<file path="config.mk">
export PLATFORM = sky130hd
export DESIGN_NAME = tcc_core
export DESIGN_NICKNAME = d
export VERILOG_FILES = /design/src/tcc_pkg.sv /design/src/tcc_core.sv
export SDC_FILE = /design/constraint.sdc
export NUM_CORES = 1
export LEC_CHECK = 0
export BUFFER_PORTS_ARGS = -buffer_cell sky130_fd_sc_hd__buf_4
export CORE_UTILIZATION = 35
export DETAILED_ROUTE_END_ITERATION = 10
export GPL_ROUTABILITY_DRIVEN = 0
export PLACE_DENSITY_LB_ADDON = 0.1
export SLEW_MARGIN = 20
export SYNTH_ARGS = -nofsm -noshare
export SYNTH_HDL_FRONTEND = slang
export SYNTH_SLANG_ARGS = --single-unit
</file>
<file path="constraint.sdc">
create_clock -name CLK_IN -period 6.35 [get_ports CLK_IN]
set_input_delay 0.9525 -clock CLK_IN [delete_from_list [all_inputs] [get_ports CLK_IN]]
set_output_delay 0.9525 -clock CLK_IN [all_outputs]
set_load 0.01 [all_outputs]
</file>
<file path="src/tcc_pkg.sv">
package tcc_pkg;

	// ----------------------------------------------------------------
	// Bus geometry
	// ----------------------------------------------------------------
	localparam int TCC_AW = 8;
	localparam int TCC_DW = 32;
	localparam int TCC_CW = 16;

	// ----------------------------------------------------------------
	// Register byte offsets
	// ----------------------------------------------------------------
	localparam logic [TCC_AW-1:0] TCC_CTRL_OFS   = 8'h00;
	localparam logic [TCC_AW-1:0] TCC_STATUS_OFS = 8'h04;
	localparam logic [TCC_AW-1:0] TCC_COUNT_OFS  = 8'h08;
	localparam logic [TCC_AW-1:0] TCC_INIT_OFS   = 8'h0c;
	localparam logic [TCC_AW-1:0] TCC_MOD_OFS    = 8'h10;

	// ----------------------------------------------------------------
	// Field positions and widths
	// ----------------------------------------------------------------
	localparam int TCC_CTRL_W   = 12;
	localparam int TCC_FLAG_BIT = 0;
	localparam int TCC_SIGN_BIT = 15;

	// ----------------------------------------------------------------
	// Counter clock select codes
	// ----------------------------------------------------------------
	localparam logic [1:0] TCC_CLK_NONE = 2'h0;
	localparam logic [1:0] TCC_CLK_SYS  = 2'h1;
	localparam logic [1:0] TCC_CLK_FIX  = 2'h2;
	localparam logic [1:0] TCC_CLK_EXT  = 2'h3;

	// ----------------------------------------------------------------
	// Control word, low bits of the control register
	// ----------------------------------------------------------------
	typedef struct packed {
		logic [4:0] overflow_count_field;
		logic       extended_features_enable;
		logic       center_align_select;
		logic [2:0] prescale_select;
		logic [1:0] counter_clock_select;
	} tcc_ctrl_t;

	// ----------------------------------------------------------------
	// Internal bus request
	// ----------------------------------------------------------------
	typedef struct packed {
		logic              sel;
		logic              en;
		logic              wr;
		logic [TCC_AW-1:0] addr;
		logic [TCC_DW-1:0] wdata;
	} tcc_apb_req_t;

	typedef enum logic {TCC_DIR_UP, TCC_DIR_DOWN} tcc_dir_t;

	// ----------------------------------------------------------------
	// Reset values and counter constants
	// ----------------------------------------------------------------
	localparam tcc_ctrl_t         TCC_CTRL_RST = '0;
	localparam logic [TCC_CW-1:0] TCC_INIT_RST = 16'h0000;
	localparam logic [TCC_CW-1:0] TCC_MOD_RST  = 16'h0000;
	localparam logic [TCC_CW-1:0] TCC_CNT_RST  = 16'h0000;
	localparam logic [TCC_CW-1:0] TCC_CNT_MAX  = 16'hffff;
	localparam logic [TCC_CW-1:0] TCC_CNT_ONE  = 16'h0001;
	localparam logic [6:0]        TCC_PRE_RST  = 7'h00;
	localparam logic [4:0]        TCC_OVC_RST  = 5'h00;

endpackage

</file>
<file path="src/tcc_core.sv">
// Decided for this implementation: the APB interface to the registers and the placing of the registers.
`timescale 1ns/1ps
module tcc_core (
	// Clock, reset, enable
	input  wire logic                          CLK_IN,
	input  wire logic                          RST_B_IN,
	input  wire logic                          CE_IN,
	// APB slave
	input  wire logic                          PSEL_IN,
	input  wire logic                          PENABLE_IN,
	input  wire logic                          PWRITE_IN,
	input  wire logic [tcc_pkg::TCC_AW-1:0]    PADDR_IN,
	input  wire logic [tcc_pkg::TCC_DW-1:0]    PWDATA_IN,
	output logic      [tcc_pkg::TCC_DW-1:0]    PRDATA_OUT,
	output logic                               PREADY_OUT,
	output logic                               PSLVERR_OUT,
	// Counter clock sources and synchronization
	input  wire logic                          FIXED_CLK_IN,
	input  wire logic                          EXT_CLK_IN,
	input  wire logic                          SYNC_IN,
	// Counter state
	output logic      [tcc_pkg::TCC_CW-1:0]    COUNT_OUT,
	output logic                               OVERFLOW_FLAG_OUT,
	output logic                               CH_INIT_OUT
);
	import tcc_pkg::*;

	// ----------------------------------------------------------------
	// Bus decode
	// ----------------------------------------------------------------
	tcc_apb_req_t req;
	logic         pready_q;
	wire          acc_done = req.sel & req.en & pready_q;
	wire          wr_acc   = acc_done & req.wr;
	wire          setup    = req.sel & ~req.en;
	wire          hit_ctrl = (req.addr == TCC_CTRL_OFS);
	wire          hit_stat = (req.addr == TCC_STATUS_OFS);
	wire          hit_cnt  = (req.addr == TCC_COUNT_OFS);
	wire          hit_init = (req.addr == TCC_INIT_OFS);
	wire          hit_mod  = (req.addr == TCC_MOD_OFS);
	wire          hit_any  = hit_ctrl | hit_stat | hit_cnt | hit_init | hit_mod;

	assign req = '{sel: PSEL_IN, en: PENABLE_IN, wr: PWRITE_IN, addr: PADDR_IN, wdata: PWDATA_IN};

	// ----------------------------------------------------------------
	// Registers
	// ----------------------------------------------------------------
	tcc_ctrl_t         ctrl_q;
	logic [TCC_CW-1:0] init_q;
	logic [TCC_CW-1:0] mod_q;
	logic [TCC_CW-1:0] cnt_q;
	logic [TCC_CW-1:0] cnt_d;
	tcc_dir_t          dir_q;
	tcc_dir_t          dir_d;
	logic              flag_q;
	logic [4:0]        ovc_q;
	logic [6:0]        pre_q;
	logic [TCC_DW-1:0] prdata_q;
	logic              pslverr_q;
	logic              ch_init_q;
	logic              fix_prev_q;
	logic              ext_s1_q;
	logic              ext_s2_q;
	logic              ext_s3_q;

	wire ctrl_wr  = CE_IN & wr_acc & hit_ctrl;
	wire stat_clr = CE_IN & wr_acc & hit_stat & req.wdata[TCC_FLAG_BIT];
	wire cnt_wr   = CE_IN & wr_acc & hit_cnt;
	wire init_wr  = CE_IN & wr_acc & hit_init;
	wire mod_wr   = CE_IN & wr_acc & hit_mod;
	wire reload   = cnt_wr | (CE_IN & SYNC_IN);

	// ----------------------------------------------------------------
	// Counter clock source and prescaler
	// ----------------------------------------------------------------
	wire       fix_edge = FIXED_CLK_IN & ~fix_prev_q;
	wire       ext_edge = ext_s2_q & ~ext_s3_q;
	wire       src_tick = (ctrl_q.counter_clock_select == TCC_CLK_SYS) |
	                      ((ctrl_q.counter_clock_select == TCC_CLK_FIX) & fix_edge) |
	                      ((ctrl_q.counter_clock_select == TCC_CLK_EXT) & ext_edge);
	wire [6:0] pre_mask = 7'((8'h01 << ctrl_q.prescale_select) - 8'h01);
	wire       pre_wrap = ((pre_q & pre_mask) == pre_mask);
	wire       cnt_tick = CE_IN & src_tick & pre_wrap & ~reload;

	// ----------------------------------------------------------------
	// Counting modes
	// ----------------------------------------------------------------
	wire ext_en    = ctrl_q.extended_features_enable;
	wire center    = ctrl_q.center_align_select;
	wire mod_edge  = (mod_q == TCC_CNT_RST) | (mod_q == TCC_CNT_MAX);
	wire free_run  = (~ext_en & mod_edge) |
	                 (ext_en & ~center & (init_q == TCC_CNT_RST) & (mod_q == TCC_CNT_MAX));
	wire stop_zero = ext_en & (mod_q == TCC_CNT_RST) & (init_q == TCC_CNT_RST);
	wire is_signed = init_q[TCC_SIGN_BIT];
	wire at_mod    = (cnt_q == mod_q);
	wire past_mod  = is_signed ? ($signed(cnt_q) >= $signed(mod_q)) : (cnt_q >= mod_q);
	wire past_init = is_signed ? ($signed(cnt_q) <= $signed(init_q)) : (cnt_q <= init_q);
	logic [TCC_CW-1:0] cnt_plus;
	logic [TCC_CW-1:0] cnt_minus;
	logic              ovf_evt;

	assign cnt_plus  = 16'(cnt_q + TCC_CNT_ONE);
	assign cnt_minus = 16'(cnt_q - TCC_CNT_ONE);

	always_comb begin
		cnt_d   = cnt_q;
		dir_d   = dir_q;
		ovf_evt = 1'b0;
		if (reload) begin
			cnt_d = init_q;
			dir_d = TCC_DIR_UP;
		end else if (cnt_tick) begin
			if (stop_zero) begin
				cnt_d = TCC_CNT_RST;
			end else if (free_run) begin
				cnt_d   = cnt_plus;
				ovf_evt = (cnt_q == TCC_CNT_MAX);
			end else if (!center) begin
				if (at_mod) begin
					cnt_d   = init_q;
					ovf_evt = 1'b1;
				end else begin
					cnt_d = cnt_plus;
				end
			end else if (mod_q == init_q) begin
				cnt_d   = mod_q;
				ovf_evt = 1'b1;
			end else if (dir_q == TCC_DIR_UP) begin
				if (past_mod) begin
					cnt_d   = cnt_minus;
					dir_d   = TCC_DIR_DOWN;
					ovf_evt = at_mod;
				end else begin
					cnt_d = cnt_plus;
				end
			end else begin
				if (past_init) begin
					cnt_d = cnt_plus;
					dir_d = TCC_DIR_UP;
				end else begin
					cnt_d = cnt_minus;
				end
			end
		end
	end

	// ----------------------------------------------------------------
	// Overflow spacing
	// ----------------------------------------------------------------
	wire ovf_hit  = ovf_evt & (ovc_q >= ctrl_q.overflow_count_field);
	wire flag_set = CE_IN & ovf_hit;

	// ----------------------------------------------------------------
	// Read mux
	// ----------------------------------------------------------------
	logic [TCC_DW-1:0] rd_mux;

	assign rd_mux = hit_ctrl ? {20'h00000, ctrl_q} :
	                hit_stat ? {31'h00000000, flag_q} :
	                hit_cnt  ? {16'h0000, cnt_q} :
	                hit_init ? {16'h0000, init_q} :
	                hit_mod  ? {16'h0000, mod_q} : 32'h00000000;

	// ----------------------------------------------------------------
	// Flip-flops
	// ----------------------------------------------------------------
	always_ff @(posedge CLK_IN or negedge RST_B_IN) begin
		if (!RST_B_IN) begin
			pready_q  <= 1'b0;
			prdata_q  <= '0;
			pslverr_q <= 1'b0;
		end else if (CE_IN) begin
			pready_q  <= req.sel & req.en & ~pready_q;
			pslverr_q <= req.sel & req.en & ~pready_q & ~hit_any;
			if (setup) begin
				prdata_q <= rd_mux;
			end
		end
	end

	always_ff @(posedge CLK_IN or negedge RST_B_IN) begin
		if (!RST_B_IN) begin
			ctrl_q <= TCC_CTRL_RST;
			init_q <= TCC_INIT_RST;
			mod_q  <= TCC_MOD_RST;
		end else begin
			if (ctrl_wr) begin
				ctrl_q <= tcc_ctrl_t'(req.wdata[TCC_CTRL_W-1:0]);
			end
			if (init_wr) begin
				init_q <= req.wdata[TCC_CW-1:0];
			end
			if (mod_wr) begin
				mod_q <= req.wdata[TCC_CW-1:0];
			end
		end
	end

	always_ff @(posedge CLK_IN or negedge RST_B_IN) begin
		if (!RST_B_IN) begin
			cnt_q     <= TCC_CNT_RST;
			dir_q     <= TCC_DIR_UP;
			ch_init_q <= 1'b0;
		end else if (CE_IN) begin
			cnt_q     <= cnt_d;
			dir_q     <= dir_d;
			ch_init_q <= reload;
		end
	end

	always_ff @(posedge CLK_IN or negedge RST_B_IN) begin
		if (!RST_B_IN) begin
			pre_q <= TCC_PRE_RST;
		end else if (reload) begin
			pre_q <= TCC_PRE_RST;
		end else if (CE_IN & src_tick) begin
			pre_q <= pre_wrap ? TCC_PRE_RST : 7'(pre_q + 7'h01);
		end
	end

	always_ff @(posedge CLK_IN or negedge RST_B_IN) begin
		if (!RST_B_IN) begin
			flag_q <= 1'b0;
			ovc_q  <= TCC_OVC_RST;
		end else begin
			if (flag_set) begin
				flag_q <= 1'b1;
			end else if (stat_clr) begin
				flag_q <= 1'b0;
			end
			if (cnt_wr | flag_set) begin
				ovc_q <= TCC_OVC_RST;
			end else if (CE_IN & ovf_evt) begin
				ovc_q <= 5'(ovc_q + 5'h01);
			end
		end
	end

	// Synchroniser and edge detectors, all in the system clock domain
	always_ff @(posedge CLK_IN or negedge RST_B_IN) begin
		if (!RST_B_IN) begin
			fix_prev_q <= 1'b0;
			ext_s1_q   <= 1'b0;
			ext_s2_q   <= 1'b0;
			ext_s3_q   <= 1'b0;
		end else if (CE_IN) begin
			fix_prev_q <= FIXED_CLK_IN;
			ext_s1_q   <= EXT_CLK_IN;
			ext_s2_q   <= ext_s1_q;
			ext_s3_q   <= ext_s2_q;
		end
	end

	assign PRDATA_OUT        = prdata_q;
	assign PREADY_OUT        = pready_q;
	assign PSLVERR_OUT       = pslverr_q;
	assign COUNT_OUT         = cnt_q;
	assign OVERFLOW_FLAG_OUT = flag_q;
	assign CH_INIT_OUT       = ch_init_q;
endmodule

</file>
==> impl_metrics.yaml <==
status:
  status: "complete, no violations"
timing:
  fin_crit_ns: 4.00
  max_freq_mhz: 250
  relSlewSlack_pct: 34.2
  fin_tns_setup_ns: 0
  final-hold-violation-count: 0
  drv_slew: 0
  tightest_slew_ns: 0.983
  post-route-period-util_pct: 63.0
  setup_viol: 0
  skew_ns: 0.0140
  rsz0062_at_grt: "false"
place:
  dp_hpwl_mm: 19.1
  place_inst: 1213
  portBuffers: 68
worst_setup_path:
  rr_startpoint: "init_q[15]$_DFFE_PN0P_"
  end_kind: "flop"
  cp-startpoint: "init_q[15]$_DFFE_PN0P_"
  crit-reg2reg-capture: "COUNT_OUT[10]$_DFFE_PN0P_"
  path_max_fanout: 9
  crit_type: "reg2reg"
  worstPathRequired_ns: 6.58
  endpoint: "COUNT_OUT[10]$_DFFE_PN0P_"
  start_kind: "flop"
  reg2reg_depth: 10
  reg2reg_slack_ns: 2.35
  arrival_ns: 4.23
clock_tree:
  cts_made_buffers: 9
  cts_tree: "yes"
  postCtsHoldBufs: 0
  cts_setup_buffers: 0
  htree_levels: 3
  clockBufferDepth: 2
  clk_pin_slew_ns: 0.08
  ctsResizeCount: 0
  root_buffer: "clkbuf_16"
  cts_sinks: 97
  clkLatencyLatePin_ns: 0.36
logic_synthesis:
  yosysWarnings: 0
  synth_area_um2: 7570
  synth.ff_latch_count: 97
  yosysUniqueCellTypes: 78
  syn_inst: 925
  synth_seq_area_share_pct: 32.0
  yosys.area.top_type_share_pct: 32.0
  synthTopCellsByArea: "dfrtp_1, ha_1, a21oi_1"
  synth_area_leader_cell: "dfrtp_1"
  syn-mean-instance-area_um2: 8.19
  ys.flop_type: "dfrtp_1"
  ys_async_sr_fraction_pct: 100
  synth-edff-count: 0
floorplan:
  dieArea_um2: 22200
  io_pins: 101
  die_w_um: 149
  die_h_um: 149
  core_um2: 21100
  initial_core_util_pct: 35.9
  fp-row-count: 53
routing:
  wl_per_cell_um: 21.5
  drc: 0
  via_count: 7121
  via_per_inst: 5.79
  wirelength_mm: 26.5
  ant_nets: 0
  drt_iter0_drc: 595
  first_pass_iters: 5
layout:
  layout-drive-gt1-share_pct: 14.5
  antennaDiodeCount: 0
  post_layout_nonfiller_instances: 1230
  area_growth_pct: 12.4
  nets: 1040
run:
  drv_cap: 0
global_routing:
  grt-ovfl-total: 0
  grt_pass1_wl_mm: 40.4
  grt_start_max_net_pins: 50
  grt_pass1_vias: 6741
  antenna_found_initial: 0
  grt.total_usage_pct: 24.2
power:
  leakage_nw: 3.60
  max-vdd-ir-drop_v: 0.000111
  p_per_area_nw_per_um2: 175
hold_path:
  holdCritPathClass: "reg2reg"
==> worst max-delay path: stages, from the launching register on <==
cell       delay (ns)
dfrtp_1          0.46
clkinv_1         0.33
ha_1             0.48
nand4_1          0.14
nor3_1           0.25
a21boi_0         0.26
a211oi_1         0.13
o211ai_1         0.81
nand2_1          0.43
a2111oi_0        0.49
a211oi_1         0.09
==> metrics by stage <==
| step | instance area [µm²] | total power, mW | util, % | hold WS (ns) | setup slack, ns |
|---|---|---|---|---|---|
| 6_report | 8520 | 1.49 | 40.4 | 0.484 | 2.35 |
| 5_1_grt | 8520 | 1.55 | 40.4 | 0.526 | 2.12 |
| 4_1_cts | 8500 | 1.50 | 40.3 | 0.489 | 2.46 |
| 3_5_place_dp | 8180 | 0.889 | 38.8 | 0.474 | 2.25 |
| 3_3_place_gp | 8180 | 0.888 | 38.8 | 0.467 | 2.26 |
| 2_1_floorplan | 7630 | 0.798 | - | 0.443 | 3.34 |
==> cells in the final DEF, fill, tap and decap left out, types with 17 or more instances in the layout <==
master	n
nor3_1	17
nand2_1	92
nor2_1	77
inv_1	55
a21oi_1	79
xnor2_1	28
nand3_1	22
dfrtp_1	97
mux2_2	27
nand4_1	21
o21ai_0	61
ha_1	41
buf_4	77
==> layout make-up <==
type	instances	area, µm²
tap	275	344
clock inverter	7	96.3
sequential	97	2430
inverter	56	210
clock buffer	9	225
fill	2219	12600
timing repair buffer	78	589
multi-input combinational	708	4620
==> per-layer routing <==
layer	global-route usage [%]	vias to the layer above	share of wire [%]	wire length, µm
met5	0	-	0	0
met2	38.3	269	46	12100
met4	7.96	0	2.1	560
met3	3.36	39	6.1	1630
met1	33.8	3450	46	12100
li1	-	3363	-	-
==> sequential cells by signal, summed over array words and instances, names as in the netlist, 5 cells and up <==
register    count
COUNT_OUT      16
PRDATA_OUT     16
ctrl_q         10
init_q         16
mod_q          16
ovc_q           5
pre_q           7
==> cells by family (layout without fill, tap and decap cells) <==
family,count (synthesis),count (layout),share of synthesized area (%)
buf+inv,135,150,7.86
simple gates,307,307,20.3
other cells,1,16,0.0495
flops,97,97,32.0
compound gates,264,264,22.5
mux,40,40,5.81
fa+ha+maj,41,41,6.77
xor+xnor,40,40,4.63
==> power breakdown <==
part | leakage, nW | internal (mW) | switching (mW)
Combinational | 2.23 | 0.0844 | 0.132
Clock | 0.154 | 0.319 | 0.293
Sequential | 1.21 | 0.630 | 0.0329
==> how the worst min path moves through the flow <==
stage	start	to	slack, ns	cells past startpoint
after global placement	PRDATA_OUT[12]$_DFFE_PN0P_	PRDATA_OUT[12]$_DFFE_PN0P_	0.47	2
after detailed placement	PRDATA_OUT[9]$_DFFE_PN0P_	PRDATA_OUT[9]$_DFFE_PN0P_	0.47	2
after global routing	PRDATA_OUT[12]$_DFFE_PN0P_	PRDATA_OUT[12]$_DFFE_PN0P_	0.53	2
after floorplan	pre_q[6]$_DFFE_PN0P_	pre_q[6]$_DFFE_PN0P_	0.44	1
after CTS	pre_q[6]$_DFFE_PN0P_	pre_q[6]$_DFFE_PN0P_	0.49	1
final	PRDATA_OUT[9]$_DFFE_PN0P_	PRDATA_OUT[9]$_DFFE_PN0P_	0.48	2
==> synth_stat cells (all sizes together) (3+ instances only) <==
| cell | n |
|---|---|
| a22oi | 7 |
| a21boi | 3 |
| o221ai | 8 |
| nand2b | 6 |
| a31oi | 8 |
| buf | 33 |
| nor2b | 6 |
| o21ai | 65 |
| o22ai | 3 |
| and2 | 9 |
| o2111ai | 3 |
| o31ai | 4 |
| o31a | 3 |
| nor4 | 12 |
| a221o | 3 |
| mux2i | 8 |
| nor2 | 79 |
| or4 | 6 |
| nand3 | 22 |
| dfrtp | 97 |
| ha | 41 |
| nor3 | 20 |
| a221oi | 12 |
| or3 | 6 |
| a21oi | 81 |
| and3 | 12 |
| a2111oi | 4 |
| and4 | 7 |
| a211o | 3 |
| nand3b | 3 |
| xor2 | 12 |
| o21bai | 3 |
| mux2 | 32 |
| o2bb2ai | 4 |
| a211oi | 16 |
| inv | 55 |
| clkbuf | 46 |
| nand4 | 22 |
| o211ai | 6 |
| a21o | 9 |
| xnor2 | 28 |
| nand2 | 92 |
Power figures use the tool's default switching activity.
